===== src/pkg/tpr_regs.svh =====
// Purpose: numeric constants of the three port fieldbus repeater
// Assumes: 10 MHz system clock
// Notes: rates are listed fastest first
`ifndef TPR_REGS_SVH
`define TPR_REGS_SVH
`define TPR_CLK_HZ 10000000
`define TPR_CLK_PERIOD_NS 100
`define TPR_NUM_RATES 10
`define TPR_RATE0_BPS 12000000
`define TPR_RATE1_BPS 6000000
`define TPR_RATE2_BPS 3000000
`define TPR_RATE3_BPS 1500000
`define TPR_RATE4_BPS 500000
`define TPR_RATE5_BPS 187500
`define TPR_RATE6_BPS 93750
`define TPR_RATE7_BPS 45450
`define TPR_RATE8_BPS 19200
`define TPR_RATE9_BPS 9600
`define TPR_MIN_PERIOD_CYC 4
`define TPR_DELAY_BITS 6
`define TPR_IDLE_BITS 12
`define TPR_LOCK_PULSES 4
`define TPR_SILENCE_MS 1000
`define TPR_ACT_HOLD_MS 10
`define TPR_BLINK_MS 250
`define TPR_SILENCE_CYC (`TPR_SILENCE_MS * (`TPR_CLK_HZ / 1000))
`define TPR_ACT_HOLD_CYC (`TPR_ACT_HOLD_MS * (`TPR_CLK_HZ / 1000))
`define TPR_BLINK_CYC (`TPR_BLINK_MS * (`TPR_CLK_HZ / 1000))
`endif


===== src/pkg/tpr_pkg.sv =====
// Purpose: types and rate arithmetic of the repeater
// Assumes: tpr_regs.svh supplies every figure
// Notes: periods are whole clock cycles, rounded down
`include "tpr_regs.svh"
package tpr_pkg;
    typedef logic [15:0] tpr_period_t;
    typedef logic [3:0] tpr_rate_idx_t;
    typedef enum logic [3:0] {
        TPR_SRC_IDLE = 4'b0001,
        TPR_SRC_ELEC = 4'b0010,
        TPR_SRC_OPTA = 4'b0100,
        TPR_SRC_OPTB = 4'b1000
    } tpr_src_t;

    // bit period in clock cycles of table entry idx
    function automatic tpr_period_t tpr_period(input int clk_hz, input tpr_rate_idx_t idx);
        int bps;
        bps = `TPR_RATE9_BPS;
        unique case (idx)
            4'h0: bps = `TPR_RATE0_BPS;
            4'h1: bps = `TPR_RATE1_BPS;
            4'h2: bps = `TPR_RATE2_BPS;
            4'h3: bps = `TPR_RATE3_BPS;
            4'h4: bps = `TPR_RATE4_BPS;
            4'h5: bps = `TPR_RATE5_BPS;
            4'h6: bps = `TPR_RATE6_BPS;
            4'h7: bps = `TPR_RATE7_BPS;
            4'h8: bps = `TPR_RATE8_BPS;
            default: bps = `TPR_RATE9_BPS;
        endcase
        return tpr_period_t'(clk_hz / bps);
    endfunction
endpackage


===== src/pkg/tpr_line_if.sv =====
// Purpose: carries the merged bus line and the locked rate between modules
// Assumes: one clock domain
// Notes: line is low while any port receives a low bit
interface tpr_line_if;
    logic line;
    logic locked;
    tpr_pkg::tpr_period_t period;
    modport detect (input line, output locked, output period);
    modport user (output line, input locked, input period);
endinterface


===== src/verilog/tpr_repeater.sv =====
// Purpose: three port regenerating fieldbus repeater, one electrical and two optical ports
// Assumes: all rx inputs idle high and synchronous to clk
// Notes: rates above clock/4 need a faster clock; the first frames are spent on locking
`include "tpr_regs.svh"
module tpr_repeater
    import tpr_pkg::*;
#(
    parameter int CLK_HZ = `TPR_CLK_HZ,
    parameter int SILENCE_CYC = `TPR_SILENCE_CYC,
    parameter int ACT_HOLD_CYC = `TPR_ACT_HOLD_CYC,
    parameter int BLINK_CYC = `TPR_BLINK_CYC
) (
    // clock and reset
    input wire logic clk,
    input wire logic rst,
    // receive lines
    input wire logic rx_electrical_port,
    input wire logic rx_optical_port_a,
    input wire logic rx_optical_port_b,
    // transmit lines
    output logic tx_electrical_port,
    output logic tx_electrical_port_oe,
    output logic tx_optical_port_a,
    output logic tx_optical_port_b,
    // indicators
    output logic power_rate_indicator,
    output logic act_electrical_port,
    output logic act_optical_port_a,
    output logic act_optical_port_b
);
    tpr_line_if lif();
    tpr_src_t src;
    logic [2:0] rx_q;
    logic src_q;
    logic src_d;
    tpr_period_t phase;
    logic samp;
    logic [`TPR_DELAY_BITS-1:0] dline;
    logic tx_bit;
    logic [4:0] quiet;
    logic [31:0] act_cnt [3];
    logic [31:0] blink_cnt;
    logic blink;

    // registered receive lines, merged line for rate finding
    always_ff @(posedge clk or posedge rst) begin
        if (rst) begin
            rx_q <= 3'h7;
        end else begin
            rx_q <= {rx_optical_port_b, rx_optical_port_a, rx_electrical_port};
        end
    end
    assign lif.line = &rx_q;

    tpr_rate_detect #(.CLK_HZ(CLK_HZ), .SILENCE_CYC(SILENCE_CYC)) u_detect (
        .clk(clk),
        .rst(rst),
        .lif(lif)
    );

    // level of the selected source
    always_comb begin
        unique case (src)
            TPR_SRC_ELEC: src_q = rx_q[0];
            TPR_SRC_OPTA: src_q = rx_q[1];
            TPR_SRC_OPTB: src_q = rx_q[2];
            default: src_q = 1'b1;
        endcase
    end

    // source selection: first port to start, held until it goes quiet
    always_ff @(posedge clk or posedge rst) begin
        if (rst) begin
            src <= TPR_SRC_IDLE;
        end else if (!lif.locked) begin
            src <= TPR_SRC_IDLE;
        end else if (src == TPR_SRC_IDLE) begin
            if (!rx_q[0]) src <= TPR_SRC_ELEC;
            else if (!rx_q[1]) src <= TPR_SRC_OPTA;
            else if (!rx_q[2]) src <= TPR_SRC_OPTB;
        end else if (quiet >= 5'(`TPR_IDLE_BITS)) begin
            src <= TPR_SRC_IDLE;
        end
    end

    // bit clock: phase resyncs on each source edge, samples at mid bit
    always_ff @(posedge clk or posedge rst) begin
        if (rst) begin
            src_d <= 1'b1;
            phase <= 16'h0000;
        end else begin
            src_d <= src_q;
            if (src_q != src_d || src == TPR_SRC_IDLE) phase <= 16'h0001;
            else if (phase >= lif.period - 16'h0001) phase <= 16'h0000;
            else phase <= phase + 16'h0001;
        end
    end
    assign samp = (src != TPR_SRC_IDLE) && (phase == (lif.period >> 1));

    // delay line of sampled bits; its length sets the through delay
    always_ff @(posedge clk or posedge rst) begin
        if (rst) begin
            dline <= '1;
            tx_bit <= 1'b1;
            quiet <= 5'h00;
        end else if (src == TPR_SRC_IDLE) begin
            dline <= '1;
            tx_bit <= 1'b1;
            quiet <= 5'h00;
        end else if (samp) begin
            dline <= {dline[`TPR_DELAY_BITS-2:0], src_q};
            tx_bit <= dline[`TPR_DELAY_BITS-1];
            quiet <= src_q ? ((quiet == 5'h1f) ? quiet : quiet + 5'h01) : 5'h00;
        end
    end

    // forwarding to every port except the receiving one
    always_ff @(posedge clk or posedge rst) begin
        if (rst) begin
            tx_electrical_port <= 1'b1;
            tx_electrical_port_oe <= 1'b0;
            tx_optical_port_a <= 1'b1;
            tx_optical_port_b <= 1'b1;
        end else begin
            tx_optical_port_a <= (src == TPR_SRC_ELEC || src == TPR_SRC_OPTB) ? tx_bit : 1'b1;
            tx_optical_port_b <= (src == TPR_SRC_ELEC || src == TPR_SRC_OPTA) ? tx_bit : 1'b1;
            tx_electrical_port <= (src == TPR_SRC_OPTA || src == TPR_SRC_OPTB) ? tx_bit : 1'b1;
            // driver enabled only while forwarding so the station can talk otherwise
            tx_electrical_port_oe <= (src == TPR_SRC_OPTA || src == TPR_SRC_OPTB);
        end
    end

    // activity stretch so single bits stay visible
    always_ff @(posedge clk or posedge rst) begin
        if (rst) begin
            for (int i = 0; i < 3; i++) act_cnt[i] <= 32'h0000_0000;
            act_electrical_port <= 1'b0;
            act_optical_port_a <= 1'b0;
            act_optical_port_b <= 1'b0;
        end else begin
            for (int i = 0; i < 3; i++) begin
                if (!rx_q[i]) act_cnt[i] <= 32'(ACT_HOLD_CYC);
                else if (act_cnt[i] != 32'h0000_0000) act_cnt[i] <= act_cnt[i] - 32'h0000_0001;
            end
            act_electrical_port <= !rx_q[0] || act_cnt[0] > 32'h0000_0001;
            act_optical_port_a <= !rx_q[1] || act_cnt[1] > 32'h0000_0001;
            act_optical_port_b <= !rx_q[2] || act_cnt[2] > 32'h0000_0001;
        end
    end

    // power/rate indicator: blink until locked
    always_ff @(posedge clk or posedge rst) begin
        if (rst) begin
            blink_cnt <= 32'h0000_0000;
            blink <= 1'b0;
            power_rate_indicator <= 1'b0;
        end else begin
            if (blink_cnt >= 32'(BLINK_CYC) - 32'h0000_0001) begin
                blink_cnt <= 32'h0000_0000;
                blink <= !blink;
            end else begin
                blink_cnt <= blink_cnt + 32'h0000_0001;
            end
            power_rate_indicator <= lif.locked ? 1'b1 : blink;
        end
    end

    property p_idle_quiet;
        @(posedge clk) disable iff (rst)
        src == TPR_SRC_IDLE |=> tx_optical_port_a && tx_optical_port_b && tx_electrical_port && !tx_electrical_port_oe;
    endproperty
    a_idle_quiet: assert property (p_idle_quiet) else $error("transmit while idle");

    property p_elec_both;
        @(posedge clk) disable iff (rst)
        src == TPR_SRC_ELEC |=> tx_optical_port_a == tx_optical_port_b && tx_optical_port_a == $past(tx_bit);
    endproperty
    a_elec_both: assert property (p_elec_both) else $error("optical ports differ");

    property p_opta_fwd;
        @(posedge clk) disable iff (rst)
        src == TPR_SRC_OPTA |=> tx_electrical_port_oe && tx_electrical_port == tx_optical_port_b;
    endproperty
    a_opta_fwd: assert property (p_opta_fwd) else $error("port a traffic not forwarded");

    property p_no_echo;
        @(posedge clk) disable iff (rst)
        (src == TPR_SRC_OPTA |=> tx_optical_port_a) and (src == TPR_SRC_OPTB |=> tx_optical_port_b)
        and (src == TPR_SRC_ELEC |=> !tx_electrical_port_oe);
    endproperty
    a_no_echo: assert property (p_no_echo) else $error("echo to receiving port");

    property p_retimed;
        @(posedge clk) disable iff (rst)
        !samp && src != TPR_SRC_IDLE && $past(src) != TPR_SRC_IDLE |=> tx_bit == $past(tx_bit);
    endproperty
    a_retimed: assert property (p_retimed) else $error("output moved off the bit clock");

    property p_delay_line;
        @(posedge clk) disable iff (rst)
        samp && src != TPR_SRC_IDLE ##1 src != TPR_SRC_IDLE |-> dline[0] == $past(src_q) && tx_bit == $past(dline[5]);
    endproperty
    a_delay_line: assert property (p_delay_line) else $error("delay line misaligned");

    property p_lit_locked;
        @(posedge clk) disable iff (rst)
        lif.locked ##1 lif.locked |-> power_rate_indicator;
    endproperty
    a_lit_locked: assert property (p_lit_locked) else $error("indicator not steady when locked");

    property p_act_on;
        @(posedge clk) disable iff (rst)
        !rx_q[1] |=> act_optical_port_a;
    endproperty
    a_act_on: assert property (p_act_on) else $error("activity light dark while receiving");

    property p_act_off;
        @(posedge clk) disable iff (rst)
        rx_q[0] && act_cnt[0] == 32'h0000_0000 |=> !act_electrical_port;
    endproperty
    a_act_off: assert property (p_act_off) else $error("activity light on without traffic");

    property p_unlocked_idle;
        @(posedge clk) disable iff (rst)
        !lif.locked |=> src == TPR_SRC_IDLE;
    endproperty
    a_unlocked_idle: assert property (p_unlocked_idle) else $error("forwarding without a rate");

    c_elec: cover property (@(posedge clk) disable iff (rst) src == TPR_SRC_ELEC ##1 samp);
    c_opta: cover property (@(posedge clk) disable iff (rst) src == TPR_SRC_OPTA ##1 !tx_electrical_port);
    c_optb: cover property (@(posedge clk) disable iff (rst) src == TPR_SRC_OPTB ##1 src == TPR_SRC_IDLE);
endmodule // tpr_repeater


===== src/verilog/tpr_rate_detect.sv =====
// Purpose: finds the bus bit rate from low pulse widths and locks to it
// Assumes: line is a registered, clock synchronous level
// Notes: rates faster than clock/4 cannot be resolved and are never matched
`include "tpr_regs.svh"
module tpr_rate_detect
    import tpr_pkg::*;
#(
    parameter int CLK_HZ = `TPR_CLK_HZ,
    parameter int SILENCE_CYC = `TPR_SILENCE_CYC
) (
    // clock and reset
    input wire logic clk,
    input wire logic rst,
    // merged line and result
    tpr_line_if.detect lif
);
    localparam logic [3:0] LOCK_PULSES = 4'(`TPR_LOCK_PULSES);
    logic line_d;
    tpr_period_t width;
    tpr_rate_idx_t cand;
    logic [3:0] match_cnt;
    tpr_rate_idx_t rate_idx;
    logic [31:0] silence;
    logic hit;
    tpr_rate_idx_t hit_idx;

    // fastest table entry whose period fits the measured low width
    always_comb begin
        hit = 1'b0;
        hit_idx = 4'h0;
        for (int i = `TPR_NUM_RATES - 1; i >= 0; i--) begin
            if (tpr_period(CLK_HZ, 4'(i)) >= tpr_period_t'(`TPR_MIN_PERIOD_CYC) &&
                {2'b00, width} * 18'd4 >= {2'b00, tpr_period(CLK_HZ, 4'(i))} * 18'd3 &&
                {2'b00, width} * 18'd2 <= {2'b00, tpr_period(CLK_HZ, 4'(i))} * 18'd3) begin
                hit = 1'b1;
                hit_idx = 4'(i);
            end
        end
    end

    // low pulse width counter, saturating
    always_ff @(posedge clk or posedge rst) begin
        if (rst) begin
            line_d <= 1'b1;
            width <= 16'h0000;
        end else begin
            line_d <= lif.line;
            if (lif.line) width <= 16'h0000;
            else if (width != 16'hffff) width <= width + 16'h0001;
        end
    end

    // lock after several agreeing pulses; a faster match relocks, long silence unlocks
    always_ff @(posedge clk or posedge rst) begin
        if (rst) begin
            cand <= 4'h9;
            match_cnt <= 4'h0;
            rate_idx <= 4'h9;
            lif.locked <= 1'b0;
            silence <= 32'h0000_0000;
        end else begin
            silence <= lif.line ? silence + 32'h0000_0001 : 32'h0000_0000;
            if (lif.locked && silence >= 32'(SILENCE_CYC)) begin
                lif.locked <= 1'b0;
                match_cnt <= 4'h0;
            end else if (lif.line && !line_d && hit && (!lif.locked || hit_idx < rate_idx)) begin
                if (hit_idx != cand) begin
                    cand <= hit_idx;
                    match_cnt <= 4'h1;
                end else if (match_cnt + 4'h1 >= LOCK_PULSES) begin
                    rate_idx <= cand;
                    lif.locked <= 1'b1;
                    match_cnt <= 4'h0;
                end else begin
                    match_cnt <= match_cnt + 4'h1;
                end
            end
        end
    end

    assign lif.period = tpr_period(CLK_HZ, rate_idx);

    property p_lock_needs_edge;
        @(posedge clk) disable iff (rst)
        $rose(lif.locked) |-> $past(lif.line) && !$past(line_d) && $past(hit);
    endproperty
    a_lock_needs_edge: assert property (p_lock_needs_edge) else $error("lock without a matching pulse");

    property p_period_usable;
        @(posedge clk) disable iff (rst)
        lif.locked |-> lif.period >= tpr_period_t'(`TPR_MIN_PERIOD_CYC);
    endproperty
    a_period_usable: assert property (p_period_usable) else $error("locked to an unusable rate");

    c_lock: cover property (@(posedge clk) disable iff (rst) $rose(lif.locked));
endmodule // tpr_rate_detect


===== config.mk =====
export PLATFORM = sky130hd
export DESIGN_NAME = tpr_repeater
export DESIGN_NICKNAME = d
export VERILOG_FILES = /design/src/pkg/tpr_pkg.sv /design/src/pkg/tpr_line_if.sv /design/src/verilog/tpr_repeater.sv /design/src/verilog/tpr_rate_detect.sv
export VERILOG_INCLUDE_DIRS = /design/src /design/src/pkg
export SDC_FILE = /design/constraint.sdc
export NUM_CORES = 1
export LEC_CHECK = 0
export ABC_AREA = 0
export BUFFER_PORTS_ARGS = -buffer_cell sky130_fd_sc_hd__buf_2
export CAP_MARGIN = 20
export CORE_MARGIN = 4
export CORE_UTILIZATION = 50
export CTS_CLUSTER_DIAMETER = 30
export DETAILED_ROUTE_END_ITERATION = 6
export PLACE_DENSITY = 0.65
export SLEW_MARGIN = 20
export SYNTH_ARGS = -nofsm -noshare
export SYNTH_HDL_FRONTEND = slang
export SYNTH_HIERARCHICAL = 1
export SYNTH_SLANG_ARGS = --single-unit

===== constraint.sdc =====
create_clock -name clk -period 149.6 [get_ports clk]
set_input_delay 7.48 -clock clk [delete_from_list [all_inputs] [get_ports clk]]
set_output_delay 7.48 -clock clk [all_outputs]
set_load 0.05 [all_outputs]

==> flow_summary.json <==
{
  "status": "finished clean",
  "cts_root_buf": "clkbuf_16",
  "dpl.hpwl_um": 87600,
  "wire_per_inst_um": 20.5,
  "synth_xor_area_share_pct": 9.45,
  "period_needed_ps": 67950,
  "hold-worst-slack_ps": 479,
  "path_max_fanout": 37,
  "worst_pin_slew_ps": 1160,
  "die_y_um": 278,
  "slew-limit-headroom_pct": 20.6,
  "ir_worst_vdd_mv": 0.00984,
  "ys_ff_latch": 235,
  "fin_nets": 5109,
  "grt_max_degree": 64,
  "fin_crit_sh_pct": 45.4,
  "finalNonFillerCells": 5686,
  "grt_pass1_vias": 33400,
  "drt_wl_total_um": 116000,
  "post_cts_buffers": 0,
  "syn_area_per_cell_um2": 7.66,
  "cts_buffers": 45,
  "criticalPathCategory": "reg2reg",
  "rsz0062_at_grt": "false",
  "core_um2": 71700,
  "die_x_um": 278,
  "grt_pass1_wl_um": 182000,
  "vias": 36000,
  "synth_mux_area_share_pct": 6.24,
  "ys_types": 110,
  "synth_edf_count": 0,
  "synthArstFlopShare_pct": 100,
  "final_layout_size_suffix_gt1_share_pct": 8.87,
  "p_leak_nw": 17.2,
  "firstDrtPassIters": 6,
  "cts_hold_buf": 0,
  "drt_iter0_drc": 2866,
  "critPathMostFrequentCell": "a21oi_1",
  "placed_area_um2": 37400,
  "fillers": 7006,
  "cts.sinks": 235,
  "hold_depth": 1,
  "cp_slowest_stage_delay_ps": 1010,
  "drv_slew": 0,
  "ys_seq_area_share_pct": 16.3,
  "synthSimpleGateAreaFrac_pct": 24.1,
  "ys_warn_count": 6,
  "dpl.cell_count": 5602,
  "crit_buf_inv": 28,
  "hp-class": "reg2reg",
  "ant_nets": 0,
  "io_pins": 13,
  "drc": 0,
  "antenna_found_initial": 2,
  "cts_resized": 0,
  "cp_data_arrival_time_ps": 68360,
  "fin_skew_ps": 23.2,
  "dieArea_um2": 77000,
  "timing.rr.start": "u_detect/rate_idx[3]",
  "ys.flop_type": "dfrtp_1",
  "tns_ps": 0,
  "avgViaCountPerCell": 6.33,
  "rows": 98,
  "worstSetupEndpointType": "flop",
  "area.sequential_um2": 5910,
  "crit_required_ps": 150010,
  "synth_top_family_by_area": "compound AO/OA/AOI/OAI gates",
  "groute.usage.overall_pct": 28.7,
  "syn2layout_area_growth_pct": 7.15,
  "finalSetupViolCount": 0,
  "cts_tree": "yes",
  "multi_input_area_um2": 29300,
  "initial_core_util_pct": 50.6,
  "start_kind": "flop",
  "reg2reg_slack_ps": 81650,
  "hold_violations": 0,
  "setup.worst_path.start": "u_detect/rate_idx[3]",
  "diodes": 0,
  "hold_path_end": "blink",
  "cts_buffer_depth": 3,
  "netlist_area_um2": 36300,
  "critPathTopFamily": "compound AO/OA/AOI/OAI gates",
  "syn_inst": 4744,
  "design_area_um2": 38900,
  "gp_congestion": 0.989,
  "synth_fa_ha_area_share_pct": 13.9,
  "max_freq_mhz": 14.7,
  "io_buffers": 12,
  "min-delay-start": "blink",
  "clk_latency_ps": 560,
  "synth_compound_area_share_pct": 26.4,
  "r2r-end": "phase[0]",
  "crit_slowest_cell": "dfstp_2",
  "grt-ovfl-total": 0,
  "drv_cap": 0,
  "clkTransAtPathRegs_ps": 60,
  "p_per_area_nw_per_um2": 6.44,
  "ff2ff_path_depth": 241,
  "htree_levels": 2
}
worst max path at each step:
stage / to / slack (ps) / depth (start not counted)
2_1_floorplan: phase[10] / 90160 / 269
3_3_place_gp: phase[6] / 84460 / 241
3_5_place_dp: phase[3] / 83110 / 242
4_1_cts: phase[7] / 82870 / 242
5_1_grt: phase[7] / 76300 / 242
6_report: phase[0] / 81650 / 241
state kept, by name (all words and copies together), names as in the netlist, 3 cells and up:
signal and flops:
u_detect/match_cnt 4, u_detect/cand 4, quiet 5, src 4, u_detect/rate_idx 4, blink_cnt 32
rx_q 3, phase 16, act_cnt 96, u_detect/silence 32, u_detect/width 16, dline 6
layout make-up:
| class | count | area share [%] |
|---|---|---|
| Inverter | 162 | 1.57 |
| Tap cell | 950 | 3.05 |
| Clock inverter | 27 | 0.636 |
| Timing Repair Buffer | 60 | 1.13 |
| Sequential cell | 235 | 15.2 |
| Multi-Input combinational cell | 4196 | 75.2 |
| Clock buffer | 56 | 3.23 |
synth_stat cells (11+ instances only):
| master | number | area share, % |
|---|---|---|
| mux2i_1 | 44 | 1.2 |
| or2_2 | 30 | 0.52 |
| o211ai_1 | 54 | 1.1 |
| nor3b_1 | 13 | 0.27 |
| nand2b_1 | 86 | 1.5 |
| a2111oi_0 | 19 | 0.46 |
| o21a_1 | 103 | 2.1 |
| nor2b_1 | 52 | 0.90 |
| ha_1 | 404 | 14 |
| nand3b_1 | 24 | 0.50 |
| a21boi_0 | 30 | 0.62 |
| nand3_1 | 126 | 1.7 |
| clkbuf_1 | 119 | 1.2 |
| xor2_1 | 125 | 3.0 |
| and3_1 | 56 | 0.96 |
| inv_1 | 153 | 1.6 |
| mux2_2 | 154 | 4.8 |
| buf_2 | 21 | 0.29 |
| o22ai_1 | 19 | 0.33 |
| o31ai_1 | 52 | 1.1 |
| and2_1 | 56 | 0.96 |
| o21bai_1 | 38 | 0.79 |
| nor3_1 | 138 | 1.9 |
| or4_1 | 46 | 0.95 |
| and4_1 | 19 | 0.46 |
| o2111ai_1 | 23 | 0.55 |
| a21oi_1 | 391 | 5.4 |
| a211o_1 | 19 | 0.46 |
| dfrtp_1 | 215 | 15 |
| nor4_1 | 60 | 1.0 |
| o211a_1 | 11 | 0.30 |
| a31oi_1 | 54 | 0.93 |
| o21ai_1 | 11 | 0.15 |
| a21o_1 | 160 | 3.3 |
| a211oi_1 | 46 | 0.95 |
| dfstp_2 | 20 | 1.4 |
| xnor2_1 | 267 | 6.4 |
| o21ai_0 | 293 | 4.0 |
| nand2_1 | 380 | 3.9 |
| nand4_1 | 68 | 1.2 |
| nor2_1 | 399 | 4.1 |
| buf_1 | 22 | 0.23 |
| or3_1 | 95 | 1.6 |
cells in the final DEF (no fill, tap or decap), drive strengths merged, types with 20 or more instances in the layout:
cell type | synthesis | final
nand4 | 68 | 68
conb | 3 | 22
o21ai | 306 | 306
xnor2 | 267 | 267
inv | 160 | 166
nand2b | 86 | 86
mux2i | 44 | 44
and3 | 56 | 56
xor2 | 125 | 125
buf | 50 | 60
o2111ai | 23 | 23
nor2b | 52 | 52
clkbuf | 120 | 56
a21boi | 31 | 31
nor4 | 64 | 64
a31oi | 54 | 54
dfstp | 20 | 20
or3 | 95 | 95
a211oi | 47 | 47
mux2 | 162 | 162
o21bai | 38 | 38
a2111oi | 24 | 24
a21o | 160 | 160
dfrtp | 215 | 215
o22ai | 20 | 20
nor3 | 140 | 140
a21oi | 392 | 392
and2 | 57 | 57
or2 | 31 | 31
or4 | 49 | 49
nand3b | 24 | 24
o21a | 105 | 105
o211ai | 55 | 55
o31ai | 52 | 52
nand2 | 380 | 380
nand3 | 127 | 127
nor2 | 400 | 400
ha | 404 | 404
power by group:
part	internal (mW)	switching (mW)	total (mW)
Sequential	0.0666	0.00476	0.0714
Combinational	0.0315	0.0490	0.0806
Clock	0.0623	0.0364	0.0987
Total	0.160	0.0902	0.251
per-layer routing:
metal	vias to the layer above	GRT usage, %	wire, µm
met5	-	0	0
met4	0	11.8	5400
met3	301	3.73	7280
met2	1205	48.3	53300
met1	16900	37.3	50400
li1	17600	-	-
cell families (layout without fill, tap and decap cells):
kind of cell,after synthesis,count (layout)
DFF,235,235
muxes,206,206
buffers and inverters,332,305
AOI/OAI and AO/OA,1467,1467
xor gates and xnor gates,392,392
and+or+nand+nor,1705,1705
other,3,22
adders and majority gates,404,404
metrics by stage:
step                      power, mW  util [%]  worst slack (ps)
after floorplan               0.132         -             90160
after detailed placement      0.151      52.1             83110
after global placement        0.151      52.1             84460
final                         0.251      54.3             81650
after global routing          0.265      54.3             76300
after CTS                     0.251      54.2             82870
worst register-to-register path: cells and delay by family, from the launching register on:
| family | cells | cell delay [ps] |
|---|---|---|
| multiplexers | 6 | 2740 |
| XOR/XNOR | 1 | 200 |
| buffers and inverters | 28 | 9930 |
| adder cells (fa/ha/maj) | 20 | 6790 |
| AO/OA/AOI/OAI | 133 | 34770 |
| flip-flops | 1 | 1010 |
| AND/OR/NAND/NOR | 53 | 12370 |
No activity file was read; power rests on OpenSTA's default activity.
